File: src/dac_cmd_pkg.sv
// constants, command codes and frame layout for the dac serial command port
// assumes a single system clock that oversamples the serial link pins
package dac_cmd_pkg;
    localparam int FRAME_BITS = 16;
    localparam int DATA_BITS = 10;
    localparam int NUM_CHAN = 4;
    localparam int ADDR_MSB = 15;
    localparam int CTRL_LSB = 12;
    localparam int DATA_MSB = 13 - 2;
    localparam int DATA_LSB = 2;
    localparam logic [4:0] CNT_FULL = 5'h10;

    // address/control codes
    localparam logic [3:0] CODE_NOP = 4'h0;
    localparam logic [3:0] CODE_UPDATE = 4'h4;
    localparam logic [3:0] CODE_LOAD_ALL = 4'h8;
    localparam logic [3:0] CODE_SHUTDOWN = 4'hC;
    localparam logic [3:0] CODE_UPO_LO = 4'h2;
    localparam logic [3:0] CODE_UPO_HI = 4'h6;
    localparam logic [3:0] CODE_MODE1 = 4'hE;
    localparam logic [3:0] CODE_MODE0 = 4'hA;
    localparam logic [1:0] CTRL_LOAD = 2'h1;
    localparam logic [1:0] CTRL_LOAD_UPD = 2'h3;

    typedef struct packed {
        logic [1:0] addr;
        logic [1:0] ctrl;
        logic [9:0] data;
        logic [1:0] sub;
    } frame_s;

    typedef struct packed {
        logic load_one;
        logic load_all;
        logic update;
        logic wake;
        logic sleep;
        logic upo_set;
        logic upo_val;
        logic mode_set;
        logic mode_val;
    } action_s;
endpackage : dac_cmd_pkg

File: src/pin_sync.sv
// two flip-flop synchroniser for a group of pins
// assumes pins are asynchronous to mclk_i
module pin_sync #(
    parameter int WIDTH = 4
) (
    input wire logic mclk_i,
    input wire logic rst_i,
    input wire logic [WIDTH-1:0] async_i,
    input wire logic [WIDTH-1:0] reset_val_i,
    output logic [WIDTH-1:0] sync_o
);
    logic [WIDTH-1:0] meta_q;
    logic [WIDTH-1:0] sync_q;

    always_ff @(posedge mclk_i or posedge rst_i) begin
        if (rst_i) begin
            meta_q <= '0;
            sync_q <= '0;
        end else begin
            meta_q <= async_i;
            sync_q <= meta_q;
        end
    end

    // idle levels substitute until the second stage holds a real pin value
    logic [1:0] primed_q;
    always_ff @(posedge mclk_i or posedge rst_i) begin
        if (rst_i) begin
            primed_q <= 2'b00;
        end else begin
            primed_q <= {primed_q[0], 1'b1};
        end
    end
    assign sync_o = primed_q[1] ? sync_q : reset_val_i;
endmodule : pin_sync

File: src/dac_regs.sv
// four-channel double-buffered input and dac registers
// assumes decoded one-cycle actions from the command port
module dac_regs
    import dac_cmd_pkg::*;
#(
    parameter int CHANS = NUM_CHAN,
    parameter int WIDTH = DATA_BITS
) (
    input wire logic mclk_i,
    input wire logic rst_i,
    input wire logic clr_i,
    input wire action_s act_i,
    input wire logic [1:0] addr_i,
    input wire logic [WIDTH-1:0] data_i,
    output logic [CHANS*WIDTH-1:0] input_regs_o,
    output logic [CHANS*WIDTH-1:0] dac_regs_o
);
    if (CHANS != 4) begin : g_bad_chans
        $error("dac_regs: two address bits serve four channels");
    end

    genvar g;
    generate
        for (g = 0; g < CHANS; g++) begin : g_chan
            logic [WIDTH-1:0] in_q;
            logic [WIDTH-1:0] dac_q;
            logic [WIDTH-1:0] in_d;
            wire hit = act_i.load_one && (addr_i == 2'(g));
            assign in_d = (act_i.load_all || hit) ? data_i : in_q;
            always_ff @(posedge mclk_i or posedge rst_i) begin
                if (rst_i) begin
                    in_q <= '0;
                    dac_q <= '0;
                end else if (clr_i) begin
                    in_q <= '0;
                    dac_q <= '0;
                end else begin
                    in_q <= in_d;
                    if (act_i.load_all) begin
                        dac_q <= data_i;
                    end else if (act_i.update) begin
                        dac_q <= in_d;
                    end
                end
            end
            assign input_regs_o[g*WIDTH +: WIDTH] = in_q;
            assign dac_regs_o[g*WIDTH +: WIDTH] = dac_q;
        end
    endgenerate
endmodule : dac_regs

File: src/dac_cmd_port.sv
// serial command port of a four-channel 10-bit dac
// assumes serial clock far slower than mclk_i (>= 4 samples per half period)
module dac_cmd_port
    import dac_cmd_pkg::*;
(
    // system
    input wire logic mclk_i,
    input wire logic rst_i,
    // serial link pins
    input wire logic sclk_i,
    input wire logic cs_n_i,
    input wire logic din_i,
    output logic dout_o,
    // control pins
    input wire logic clear_n_i,
    input wire logic shutdown_lockout_n_i,
    // status and outputs
    output logic user_logic_out_o,
    output logic shutdown_o,
    output logic out_mode_o,
    output logic [NUM_CHAN*DATA_BITS-1:0] input_regs_o,
    output logic [NUM_CHAN*DATA_BITS-1:0] dac_regs_o
);
    // ------------------------------------------------------------
    // pin synchronisers
    // ------------------------------------------------------------
    logic [4:0] pins_s;
    pin_sync #(.WIDTH(5)) u_sync (
        .mclk_i(mclk_i),
        .rst_i(rst_i),
        .async_i({sclk_i, cs_n_i, din_i, clear_n_i, shutdown_lockout_n_i}),
        .reset_val_i(5'h0B),
        .sync_o(pins_s)
    );
    wire sclk_s = pins_s[4];
    wire cs_n_s = pins_s[3];
    wire din_s = pins_s[2];
    wire clear_n_s = pins_s[1];
    wire lock_n_s = pins_s[0];

    logic sclk_q;
    logic cs_n_q;
    logic lock_n_q;
    always_ff @(posedge mclk_i or posedge rst_i) begin
        if (rst_i) begin
            sclk_q <= 1'b0;
            cs_n_q <= 1'b1;
            lock_n_q <= 1'b1;
        end else begin
            sclk_q <= sclk_s;
            cs_n_q <= cs_n_s;
            lock_n_q <= lock_n_s;
        end
    end
    wire clr = ~clear_n_s;
    wire sclk_rise = sclk_s & ~sclk_q & ~cs_n_s;
    wire sclk_fall = ~sclk_s & sclk_q & ~cs_n_s;
    wire cs_rise = cs_n_s & ~cs_n_q;
    wire lock_fall = ~lock_n_s & lock_n_q;

    // ------------------------------------------------------------
    // shift register and bit counter
    // ------------------------------------------------------------
    logic [FRAME_BITS-1:0] shift_q;
    logic [FRAME_BITS-1:0] shift_d;
    logic [4:0] count_q;
    logic [4:0] count_d;
    wire count_sat = (count_q == 5'h1F);

    assign shift_d = sclk_rise ? {shift_q[FRAME_BITS-2:0], din_s} : shift_q;
    assign count_d = cs_n_s ? 5'h00 :
                     (sclk_rise && !count_sat) ? count_q + 5'h01 : count_q;

    always_ff @(posedge mclk_i or posedge rst_i) begin
        if (rst_i) begin
            shift_q <= '0;
            count_q <= '0;
        end else if (clr) begin
            shift_q <= '0;
            count_q <= '0;
        end else begin
            shift_q <= shift_d;
            count_q <= count_d;
        end
    end

    // ------------------------------------------------------------
    // command decode
    // ------------------------------------------------------------
    frame_s frame;
    assign frame = shift_q;
    wire [3:0] code = {frame.addr, frame.ctrl};
    wire frame_ok = cs_rise && (count_q == CNT_FULL);

    function automatic logic is_code(input logic [3:0] c, input logic [3:0] k);
        is_code = (c == k);
    endfunction : is_code

    action_s act;
    assign act.load_one = frame_ok && (frame.ctrl == CTRL_LOAD ||
                                       frame.ctrl == CTRL_LOAD_UPD);
    assign act.load_all = frame_ok && is_code(code, CODE_LOAD_ALL);
    assign act.update = frame_ok && (frame.ctrl == CTRL_LOAD_UPD ||
                        is_code(code, CODE_UPDATE) ||
                        is_code(code, CODE_MODE1) ||
                        is_code(code, CODE_MODE0));
    assign act.wake = frame_ok && (is_code(code, CODE_UPDATE) ||
                                   is_code(code, CODE_LOAD_ALL));
    assign act.sleep = frame_ok && is_code(code, CODE_SHUTDOWN) &&
                       lock_n_s;
    assign act.upo_set = frame_ok && (is_code(code, CODE_UPO_LO) ||
                                      is_code(code, CODE_UPO_HI));
    assign act.upo_val = is_code(code, CODE_UPO_HI);
    assign act.mode_set = frame_ok && (is_code(code, CODE_MODE1) ||
                                       is_code(code, CODE_MODE0));
    assign act.mode_val = is_code(code, CODE_MODE1);
    // code 0000 and unlisted codes leave every register alone

    // ------------------------------------------------------------
    // registers and control state
    // ------------------------------------------------------------
    logic [NUM_CHAN*DATA_BITS-1:0] in_w;
    logic [NUM_CHAN*DATA_BITS-1:0] dac_w;
    dac_regs u_regs (
        .mclk_i(mclk_i),
        .rst_i(rst_i),
        .clr_i(clr),
        .act_i(act),
        .addr_i(frame.addr),
        .data_i(frame.data),
        .input_regs_o(in_w),
        .dac_regs_o(dac_w)
    );

    logic shutdown_q;
    logic upo_q;
    logic mode_q;
    logic shutdown_d;
    // wake by lockout edge beats a same-cycle shutdown command
    assign shutdown_d = (lock_fall || act.wake) ? 1'b0 :
                        act.sleep ? 1'b1 : shutdown_q;

    always_ff @(posedge mclk_i or posedge rst_i) begin
        if (rst_i) begin
            shutdown_q <= 1'b0;
            upo_q <= 1'b0;
            mode_q <= 1'b0;
        end else begin
            shutdown_q <= shutdown_d;
            if (clr) begin
                upo_q <= 1'b0;
            end else if (act.upo_set) begin
                upo_q <= act.upo_val;
            end
            if (act.mode_set) begin
                mode_q <= act.mode_val;
            end
        end
    end

    // ------------------------------------------------------------
    // serial output and registered outputs
    // ------------------------------------------------------------
    logic dout_q;
    logic last_q;
    logic [NUM_CHAN*DATA_BITS-1:0] in_o_q;
    logic [NUM_CHAN*DATA_BITS-1:0] dac_o_q;
    wire dout_edge = mode_q ? sclk_rise : sclk_fall;
    // mode 0 re-times the bit that left the register at the last rise
    wire dout_d = mode_q ? shift_q[FRAME_BITS-1] : last_q;

    always_ff @(posedge mclk_i or posedge rst_i) begin
        if (rst_i) begin
            dout_q <= 1'b0;
            last_q <= 1'b0;
            in_o_q <= '0;
            dac_o_q <= '0;
        end else begin
            if (clr) begin
                dout_q <= 1'b0;
                last_q <= 1'b0;
            end else begin
                if (sclk_rise) begin
                    last_q <= shift_q[FRAME_BITS-1];
                end
                if (dout_edge) begin
                    dout_q <= dout_d;
                end
            end
            in_o_q <= in_w;
            dac_o_q <= dac_w;
        end
    end

    assign dout_o = dout_q;
    assign user_logic_out_o = upo_q;
    assign shutdown_o = shutdown_q;
    assign out_mode_o = mode_q;
    assign input_regs_o = in_o_q;
    assign dac_regs_o = dac_o_q;
endmodule : dac_cmd_port

File: config.mk
export PLATFORM = sky130hd
export DESIGN_NAME = dac_cmd_port
export DESIGN_NICKNAME = d
export VERILOG_FILES = /design/src/dac_cmd_pkg.sv /design/src/pin_sync.sv /design/src/dac_regs.sv /design/src/dac_cmd_port.sv
export SDC_FILE = /design/constraint.sdc
export NUM_CORES = 1
export LEC_CHECK = 0
export BUFFER_PORTS_ARGS = -buffer_cell sky130_fd_sc_hd__buf_2
export CAP_MARGIN = 20
export CORE_MARGIN = 8
export CORE_UTILIZATION = 40
export DETAILED_ROUTE_END_ITERATION = 10
export HOLD_SLACK_MARGIN = 0.08
export SLEW_MARGIN = 20
export SYNTH_ARGS = -nofsm -noshare
export SYNTH_HDL_FRONTEND = slang
export SYNTH_SLANG_ARGS = --single-unit
File: constraint.sdc
create_clock -name mclk_i -period 7.2 [get_ports mclk_i]
set_clock_uncertainty 0.05 [all_clocks]
set_input_delay 1.44 -clock mclk_i [delete_from_list [all_inputs] [get_ports mclk_i]]
set_output_delay 1.44 -clock mclk_i [all_outputs]
set_load 0.01 [all_outputs]
; Yosys cells after proc, flatten, opt, wreduce, memory -nomap -nowiden
; Cells that the tools add are included.
[classes]
add_sub_neg = 1
n_eq_ne = 19
n_mux = 36
bitwise_logic = 11
reduce_logical = 29
[ops]
columns = operator, n
row1 = 2-to-1 mux 10 bit, 20
row2 = 2-to-1 mux 16 bit, 2
row3 = 2-to-1 mux 5 bit, 4
row4 = "== test 4 bit, second input constant", 4
row5 = logical AND 1 bit, 14
row6 = logical OR 1 bit, 12
row7 = "== test 5 bit, second input constant", 2
row8 = 2-to-1 mux 1 bit, 10
row9 = "== test 4 x 3 -> 1 bit, second input constant", 2
row10 = AND 1 bit, 6
row11 = "== test 2 bit, second input constant", 3
row12 = "!= test 2 x 1 -> 1 bit, second input constant", 3
row13 = "!= test 3 x 1 -> 1 bit, second input constant", 2
row14 = "adder 5 x 1 -> 5 bit, second input constant", 1
row15 = NOT 1 bit, 5
row16 = "== test 2 x 1 -> 1 bit, second input constant", 2
row17 = "== test 4 x 2 -> 1 bit, second input constant", 1
row18 = logical NOT 2 bit, 1
row19 = nonzero test 2 bit, 1
row20 = logical NOT 1 bit, 1
[totals]
ff_bits = 201
inputBits = 7
elab_cells = 119

; Longest topological paths before layout
; Gate-level depths: netlist of run 1.
[logic_depth]
depth_word = 10
depth_mapped = 8
ltp_nobuf = 6

; By module
; From an unflattened synthesis of run 1, not the netlist that was laid out.
[hier_totals]
cells_unflattened = 646
area_unflattened_um2 = 7661.1
[by_module_without_submodules]
columns = module, n_inst, cells_each, area_per_inst_um2
row1 = dac_regs, 1, 394, 3872.5
row2 = dac_cmd_port, 1, 233, 3424.5
row3 = pin_sync, 1, 19, 364.1

; Least setup slack after synthesis of run 1
; No wires, ideal clock.
[synth_path]
path_type = register to register
from = reg shift_q[13], in the netlist frame[13]
to = reg u_regs.g_chan[1].in_q[0]
t_arrival_ps = 1762
required_time_ps = 7018
slack_ps = 5256
path_stages_with_launch = 7
period_less_slack_ps = 1944
cell_sequence = dfrtp_1 -> or4b_1 -> buf_2 -> a2111oi_4 -> buf_6 -> mux2i_1 -> nor2_1
[synth_via]
elab_chain_len = 7
[synth_rtl]
columns = element, line_no
row1 = from (decl), dac_cmd_port.sv:64  ; logic [FRAME_BITS-1:0] shift_q;
row2 = from (signal assigned), dac_cmd_port.sv:82  ; shift_q <= shift_d;
row3 = == test 2 x 1 -> 1 bit or == test 2 bit (tied branches), "dac_cmd_port.sv:100, dac_cmd_port.sv:101"
row4 = logical OR 1 bit, dac_cmd_port.sv:100  ; assign act.load_one = frame_ok && (frame.ctrl == CTRL_LOAD ||
row5 = logical AND 1 bit, dac_cmd_port.sv:100
row6 = logical AND 1 bit, dac_regs.sv:28  ; wire hit = act_i.load_one && (addr_i == 2'(g));
row7 = logical OR 1 bit *, dac_regs.sv:29  ; assign in_d = (act_i.load_all || hit) ? data_i : in_q;
row8 = 2-to-1 mux 10 bit *, dac_regs.sv:29
row9 = 2-to-1 mux 10 bit *, dac_regs.sv:34  ; end else if (clr_i) begin
row10 = to (signal assigned), dac_regs.sv:38  ; in_q <= in_d;
row11 = to (decl), dac_regs.sv:25  ; logic [WIDTH-1:0] in_q;
; Mark *: on every way between the ends. The rest lies on a longest branch, timed or not.
; A chain may end at the register's enable or synchronous reset.

; Final worst setup path of run 1
[layout_path]
from = reg shift_q[14], in the netlist frame[14]
to = reg u_regs.g_chan[1].in_q[8]
[layout_via]
elab_chain_len = 5
[layout_rtl]
columns = element, line_no
row1 = == test 4 bit or == test 2 x 1 -> 1 bit (tied branches), "dac_cmd_port.sv:96, dac_regs.sv:28"
row2 = "logical AND 1 bit, on equally long branches", "dac_cmd_port.sv:102, dac_regs.sv:28"
row3 = logical OR 1 bit *, dac_regs.sv:29
row4 = 2-to-1 mux 10 bit *, dac_regs.sv:29
row5 = 2-to-1 mux 10 bit *, dac_regs.sv:34
; Marks and branches as above.

==> out/summary.txt, run 1 <==
final non-filler cell area: 8697 um2
kind of end point of the critical path: flip-flop
largest net degree at the start of global routing: 136
EDFF count, synth: 0
final critical delay including setup and external delays: 2.643 ns
layout cell share with drive strength beyond 1: 19.72%
number of antenna violations at the first check in global routing: 0
final critical-path setup slack: 4.557 ns
wire length of the first global-routing pass: 27070 um
share of synthesized registers carrying an async set or reset: 100.0%
Highest Clock Rate: 378.4 MHz
number of CTS-inserted buffers: 21
top-area cell type share of the netlist area: 66.70%
WP data required: 7.48 ns
Tot GR Track Use: 14.17%
standby leakage power: 4.092 nW
remaining design rule violation count: 0
worst min-delay path category: flip-flop to flip-flop
clock input transition at the sequential cells of the worst setup and hold paths: 0.06 ns
Congestion Overflow GR: 0
netlist area before placement: 7466 um2
max-cap check violation count: 0
post-cts gate resize count: 0
vias in the first global route: 4800
area post-placement: 8028 um2
routed wire length: 16820 um
root buf cell: clkbuf_16
per-cell routed wire length: 17.91 um
Hold Vio Cnt, Final: 0
Initial Util: 40.32%
Final Hold Slack: 0.2972 ns
Vias: 4926
routability congestion estimate from global placement: 0.7376
synth unique cells: 40
Mean Syn Cell Area: 11.78 um2
final total negative setup slack: 0 ns
area inside the core boundary: 18520 um2
count of nets left with antenna violations after detail routing: 0
Max clock buf depth: 3
setup repair after global routing missed its margin: no
most common flop cell mapped by yosys: dfrtp_1
level count of the clock H-tree: 1
peak supply drop: 0.1396 mV
final setup violation count: 0
post-CTS setup-driven buffer insertion count: 0
fraction of the yosys area taken by sequential cells: 67.40%
Pre-Repair DR Iteration Count: 6
CTS tree: yes
biggest area contributors in the synthesized netlist: dfrtp_1 67%, a21oi_1 6.0%, mux2i_1 4.2%, nand2_1 3.9%, a311oi_1 2.3%
synthesized flop and latch total: 201
number of clock sinks: 201
Vias/cell: 5.246
count of fill cells added during filler insertion: 1731
Detailed Place HPWL: 10480 um
pre-CTS setup slack: 4.028 ns
crit-path max FO: 14
Clk Latency, worst-skew pair: 0.48 ns
hold buffers post-CTS: 0
cell with the most instances after synthesis: dfrtp_1
Final Net Count: 704
kind of critical path: flip-flop to flip-flop
synthesized instance count: 634
full die area: 23290 um2
power per unit of standard cell area: 253.0 nW/um2
CP Launch Type: flip-flop
Multi-input gate area: 2181 um2
overall die width: 152.6 um
part of the cycle the worst path needs: 36.71%
row cnt: 50
number of max-slew violations in the final report: 0
IO Port Bufs: 90
run status: completed
diode count: 0
post-synthesis net count: 644
most instantiated cells after synthesis: 199 x dfrtp_1, 89 x a21oi_1, 77 x nand2_1
Layout Area Growth over Synthesis: 16.49%
area leader, netlist: dfrtp_1
Slew @ Worst Pin: 0.9743 ns
Slew headroom: 34.68%
storage element area: 5032 um2
Iteration-0 DRC Markers: 500
Die Y: 152.6 um
CP Data Arrival Time: 2.92 ns
Synth Warn #: 0
ports placed on the boundary: 91
-- critical path: stages, from the launching register on --
cell       delay (ns)
dfrtp_1          0.54
or4b_1           0.69
a2111oi_4        0.90
mux2i_1          0.26
nor2_1           0.05
-- sequential cells by signal (all words and copies together) (netlist names) --
name                 count
u_regs.g_chan.dac_q     40
last_q                   1
u_sync.meta_q            5
dac_regs_o              40
cs_n_q                   1
out_mode_o               1
u_sync.primed_q          2
u_regs.g_chan.in_q      40
input_regs_o            40
shutdown_o               1
frame                   16
dout_o                   1
u_sync.sync_q            5
count_q                  5
sclk_q                   1
user_logic_out_o         1
lock_n_q                 1
-- layout make-up --
class | instances | area share, %
multi-input combinational | 367 | 25.08
tap | 234 | 3.366
inverter | 7 | 0.3884
clock inverter | 4 | 0.6042
sequential | 201 | 57.86
clock buffer | 30 | 7.006
timing repair buffer | 96 | 5.697
-- logic make-up after synthesis --
logic type / after synthesis / synth area share (%)
buffers and inverters: 66 / 3.888
AOI/OAI and AO/OA: 172 / 13.81
and+or+nand+nor: 157 / 9.804
xor gates and xnor gates: 2 / 0.2347
muxes: 32 / 4.307
adders and majority gates: 3 / 0.5028
other: 1 / 0.05023
DFF: 201 / 67.40
-- layer usage --
metal / vias to the layer above / global-route usage [%] / share of wire, %
li1: 2324 / - / -
met1: 2444 / 19.26 / 45
met2: 131 / 22.84 / 48
met3: 27 / 2.524 / 4.7
met4: 0 / 4.053 / 1.7
met5: - / 0 / 0
-- cells in the final DEF (no fill, tap or decap), drive strengths merged, types with 2 or more instances in the layout --
| cell type | Yosys | routed |
|---|---|---|
| nand2b | 2 | 2 |
| clkinv | 0 | 3 |
| and2 | 3 | 3 |
| clkbuf | 29 | 30 |
| nand4 | 2 | 2 |
| nor3 | 5 | 5 |
| nand2 | 78 | 78 |
| nor2 | 15 | 15 |
| nor3b | 3 | 3 |
| nand4bb | 2 | 2 |
| nand3b | 3 | 3 |
| or4b | 2 | 2 |
| xnor2 | 2 | 2 |
| nor2b | 4 | 4 |
| mux2i | 31 | 31 |
| dfrtp | 199 | 199 |
| a21oi | 89 | 89 |
| o21ai | 34 | 34 |
| dfstp | 2 | 2 |
| a311oi | 20 | 20 |
| a211oi | 21 | 21 |
| ha | 3 | 3 |
| or3 | 3 | 3 |
| a21boi | 3 | 3 |
| nand3 | 33 | 33 |
| buf | 30 | 96 |
| inv | 7 | 7 |
-- worst paths after layout --
path                                   from  cells after the start                  endpoint  slack [ns]
max                               frame[14]                      4  u_regs.g_chan[1].in_q[8]        4.56
max in group asynchronous             rst_i                      3          u_sync.sync_q[3]        4.64
max reg2reg                       frame[14]                      4  u_regs.g_chan[1].in_q[8]        4.56
min reg2reg                u_sync.meta_q[2]                      0          u_sync.sync_q[2]        0.30
min                        u_sync.meta_q[2]                      0          u_sync.sync_q[2]        0.30
min in group asynchronous             rst_i                      2           input_regs_o[6]        1.12
-- metrics by stage --
stage | util (%) | instances | total power, mW
finish | 46.97 | 939 | 2.201
global route | 46.97 | 939 | 2.290
CTS | 46.93 | 939 | 2.233
detailed placement | 43.35 | 905 | 1.203
global placement | 43.35 | 905 | 1.201
floorplan | - | 634 | 1.189
-- power by group --
group          total (mW)  internal, mW  switching (mW)  leakage, nW
clock network        1.02         0.621           0.400        0.326
registers            1.14          1.14         0.00354         2.77
logic              0.0410       0.00582          0.0352        0.993
total                2.20          1.76           0.439         4.09
Power figures use the tool's default switching activity.
==> inputs of run 2 (changes only) <==
--- a/config.mk
+++ b/config.mk
@@ -5,6 +5,7 @@
 export SDC_FILE = /design/constraint.sdc
 export NUM_CORES = 1
 export LEC_CHECK = 0
+export ABC_AREA = 1
 export BUFFER_PORTS_ARGS = -buffer_cell sky130_fd_sc_hd__buf_2
 export CAP_MARGIN = 20
 export CORE_MARGIN = 8
==> constraint.sdc (replaced) <==
create_clock -name mclk_i -period 2.5 [get_ports mclk_i]
set_clock_uncertainty 0.05 [all_clocks]
set_input_delay 0.5 -clock mclk_i [delete_from_list [all_inputs] [get_ports mclk_i]]
set_output_delay 0.5 -clock mclk_i [all_outputs]
set_load 0.01 [all_outputs]
==> run 2 against run 1 <==
  * Critical endpoint is now u_regs.g_chan[2].dac_q[9]
  * Hold slack is essentially flat
  * Cell count grew 9.6%
  * Sequential cell count is the same
  * Area after synthesis shrank 4.0%
  * Critical path type unchanged
  * Sequential share of layout area grew 0.39 points
  * Clock-buffer cell count shrank 2
  * First-iteration DRC count shrank 25%
  * Power grew to 2.9 times the previous value
  * Wire length shrank 6.8%
  * Largest cell class unchanged
==> out/summary.txt, run 2 <==
CP Data Arrival Time: 2.40 ns (was 2.92 ns)
Final Hold Slack: 0.2968 ns (was 0.2972 ns)
Post-Synth XOR/XNOR Area: 0% (was 0.2346%)
Mean Syn Cell Area: 10.52 um2 (was 11.78 um2)
WP data required: 2.83 ns (was 7.48 ns)
full die area: 22450 um2 (was 23290 um2)
area leader, netlist: dfrtp_1 (unchanged)
EDFF count, synth: 0 (unchanged)
number of antenna violations at the first check in global routing: 0 (unchanged)
fraction of the yosys area taken by sequential cells: 70.23% (was 67.40%)
combinational family with the most area after synthesis: simple AND/OR/NAND/NOR gates (was compound AO/OA/AOI/OAI gates)
most common flop cell mapped by yosys: dfrtp_1 (unchanged)
Multi-input gate area: 1742 um2 (was 2181 um2)
final setup violation count: 0 (unchanged)
multiplexer share of the synthesized area: 0% (was 4.307%)
Pre-Repair DR Iteration Count: 5 (was 6)
part of the cycle the worst path needs: 83.11% (was 36.71%)
Slew headroom: 50.48% (was 34.68%)
cells along the critical path: inv_1, ha_1, nand3_1, nor2_8, nand2_1, o21ai_1, nor2_1, nand2_1, nand2_1 (was or4b_1, a2111oi_4, mux2i_1, nor2_1)
commonest cells after routing, fill and taps aside: 199 x dfrtp_1, 179 x nand2_1, 90 x buf_2, 65 x inv_1, 57 x nand3_1 (was 199 x dfrtp_1, 90 x buf_2, 89 x a21oi_1, 77 x nand2_1, 34 x o21ai_0)
Vias/cell: 4.680 (was 5.246)
vias in the first global route: 4749 (was 4800)
number of max-slew violations in the final report: 0 (unchanged)
remaining design rule violation count: 0 (unchanged)
number of cells after detailed placement: 986 (was 905)
count of fill cells added during filler insertion: 1664 (was 1731)
area share of and/or/nand/nor cells after synthesis: 20.74% (was 9.804%)
wire length of the first global-routing pass: 25270 um (was 27070 um)
top-area cell type share of the netlist area: 69.50% (was 66.70%)
diode count: 0 (unchanged)
Synth Warn #: 0 (unchanged)
Final Net Count: 796 (was 704)
run status: completed (unchanged)
biggest area contributors in the synthesized netlist: dfrtp_1 69%, nand2_1 9.4%, nand3_1 4.0%, inv_1 3.5%, nor2_1 2.7% (was dfrtp_1 67%, a21oi_1 6.0%, mux2i_1 4.2%, nand2_1 3.9%, a311oi_1 2.3%)
storage element area: 5032 um2 (unchanged)
post-cts gate resize count: 0 (unchanged)
final total negative setup slack: 0 ns (unchanged)
core occupancy in the finished layout: 48.59% (was 46.97%)
setup repair after global routing missed its margin: no (unchanged)
Most Frequent Cell on Critical Path: nand2_1
overall die width: 149.8 um (was 152.6 um)
clock input transition at the sequential cells of the worst setup and hold paths: 0.06 ns (about the same)
final critical delay including setup and external delays: 2.078 ns (was 2.643 ns)
Congestion Overflow GR: 0 (unchanged)
largest net degree at the start of global routing: 64 (was 136)
hold buffers post-CTS: 6 (was 0)
Layout Area Growth over Synthesis: 20.55% (was 16.49%)
netlist area before placement: 7166 um2 (was 7466 um2)
synthesized-area fraction occupied by adder cells: 0.5238% (was 0.5028%)
routability congestion estimate from global placement: 0.8349 (was 0.7376)
Max clock buf depth: 3 (unchanged)
Tot GR Track Use: 13.90% (was 14.17%)
synth unique cells: 28 (was 40)
number of CTS-inserted buffers: 21 (unchanged)
crit-path max FO: 20 (was 14)
Iteration-0 DRC Markers: 376 (was 500)
kind of end point of the critical path: flip-flop (unchanged)
share of synthesized registers carrying an async set or reset: 100.0% (unchanged)
ports placed on the boundary: 91 (unchanged)
number of clock sinks: 201 (unchanged)
power per unit of standard cell area: 737.5 nW/um2 (was 253.0 nW/um2)
Highest Clock Rate: 481.3 MHz (was 378.4 MHz)
count of nets left with antenna violations after detail routing: 0 (unchanged)
CP Launch Type: flip-flop (unchanged)
IO Port Bufs: 90 (unchanged)
Slew @ Worst Pin: 0.7417 ns (was 0.9743 ns)
row cnt: 49 (was 50)
layout cell share with drive strength beyond 1: 20.00% (was 19.72%)
slack of the worst reg-to-reg path: 0.42 ns (was 4.56 ns)
cell at the slowest stage of the critical path: dfrtp_1 (was a2111oi_4)
non-filler instance count after layout: 1029 (was 939)
level count of the clock H-tree: 1 (unchanged)
most instantiated cells after synthesis: 199 x dfrtp_1, 179 x nand2_1, 66 x inv_1 (was 199 x dfrtp_1, 89 x a21oi_1, 77 x nand2_1)
kind of critical path: flip-flop to flip-flop (unchanged)
routed wire length: 15670 um (was 16820 um)
per-cell routed wire length: 15.23 um (was 17.91 um)
synthesized instance count: 681 (was 634)
post-CTS setup-driven buffer insertion count: 0 (unchanged)
CP bufs+invs: 1 (was 0)
most frequent standard cell in the layout excluding fill and tap cells: dfrtp_1 (unchanged)
compound-gate portion of the synthesized area: 2.916% (was 13.81%)
Vias: 4816 (was 4926)
worst min-delay path category: flip-flop to flip-flop (unchanged)
root buf cell: clkbuf_16 (unchanged)
peak supply drop: 0.4352 mV (was 0.1396 mV)
Top Family by Delay on Critical Path: simple AND/OR/NAND/NOR gates (was compound AO/OA/AOI/OAI gates)
Initial Util: 40.30% (was 40.32%)
CTS tree: yes (unchanged)
synthesized flop and latch total: 201 (unchanged)
Die Y: 149.8 um (was 152.6 um)
post-synthesis net count: 691 (was 644)
area inside the core boundary: 17780 um2 (was 18520 um2)
Clk Latency, worst-skew pair: 0.49 ns (was 0.48 ns)
delay of the slowest critical-path stage: 0.43 ns (was 0.90 ns)
Hold Vio Cnt, Final: 0 (unchanged)
standby leakage power: 4.776 nW (was 4.092 nW)
cell with the most instances after synthesis: dfrtp_1 (unchanged)
Detailed Place HPWL: 10190 um (was 10480 um)
max-cap check violation count: 0 (unchanged)
[run 2: worst paths after layout]
kind                            cells past startpoint                   endpoint          startpoint
worst max register to register                      9  u_regs.g_chan[2].dac_q[9]          count_q[0]
worst min-delay path                                0         u_sync.primed_q[1]  u_sync.primed_q[0]
worst min register to register                      0         u_sync.primed_q[1]  u_sync.primed_q[0]
min in group asynchronous                           3           input_regs_o[25]               rst_i
worst max-delay path                                9  u_regs.g_chan[2].dac_q[9]          count_q[0]
max in group asynchronous                           4                   lock_n_q               rst_i
[run 2: cell type report]
cell class                 count  area share [%]
clock inverter                 9          0.6952
tap                          229           3.317
multi-input combinational    382           20.16
clock buffer                  28           6.967
timing repair buffer         109           7.474
inverter                      71           3.129
sequential                   201           58.26
[run 2: cells by family (layout without fill, tap and decap cells)]
group / count (synthesis) / after routing
and+or+nand+nor: 338 / 338
DFF: 201 / 201
buffers and inverters: 98 / 217
AOI/OAI and AO/OA: 40 / 40
adders and majority gates: 3 / 3
other: 1 / 1
[run 2: metrics by stage]
step / setup slack, ns / area (um2) / power (mW)
4_1_cts: 0.3964 / 8638 / 6.459
5_1_grt: 0.1492 / 8638 / 6.617
3_3_place_gp: 0.4841 / 7916 / 3.495
3_5_place_dp: 0.4311 / 7916 / 3.496
6_report: 0.4224 / 8638 / 6.371
2_1_floorplan: -0.6507 / 7169 / 3.441
[run 2: where the power goes]
group          total [mW]  leakage [nW]  internal, mW  switching, mW
logic               0.163          1.68        0.0329          0.130
clock network        2.93         0.321          1.70           1.24
registers            3.27          2.77          3.27        0.00634
[run 2: metal layers]
| layer | vias up | share of wire, % | routed length (um) | track usage (%) |
|---|---|---|---|---|
| met5 | - | 0 | 0 | 0 |
| met4 | 0 | 1.3 | 200 | 3.398 |
| met3 | 18 | 6.1 | 951 | 2.933 |
| met2 | 112 | 46 | 7151 | 21.62 |
| met1 | 2316 | 47 | 7367 | 19.54 |
| li1 | 2370 | - | - | - |
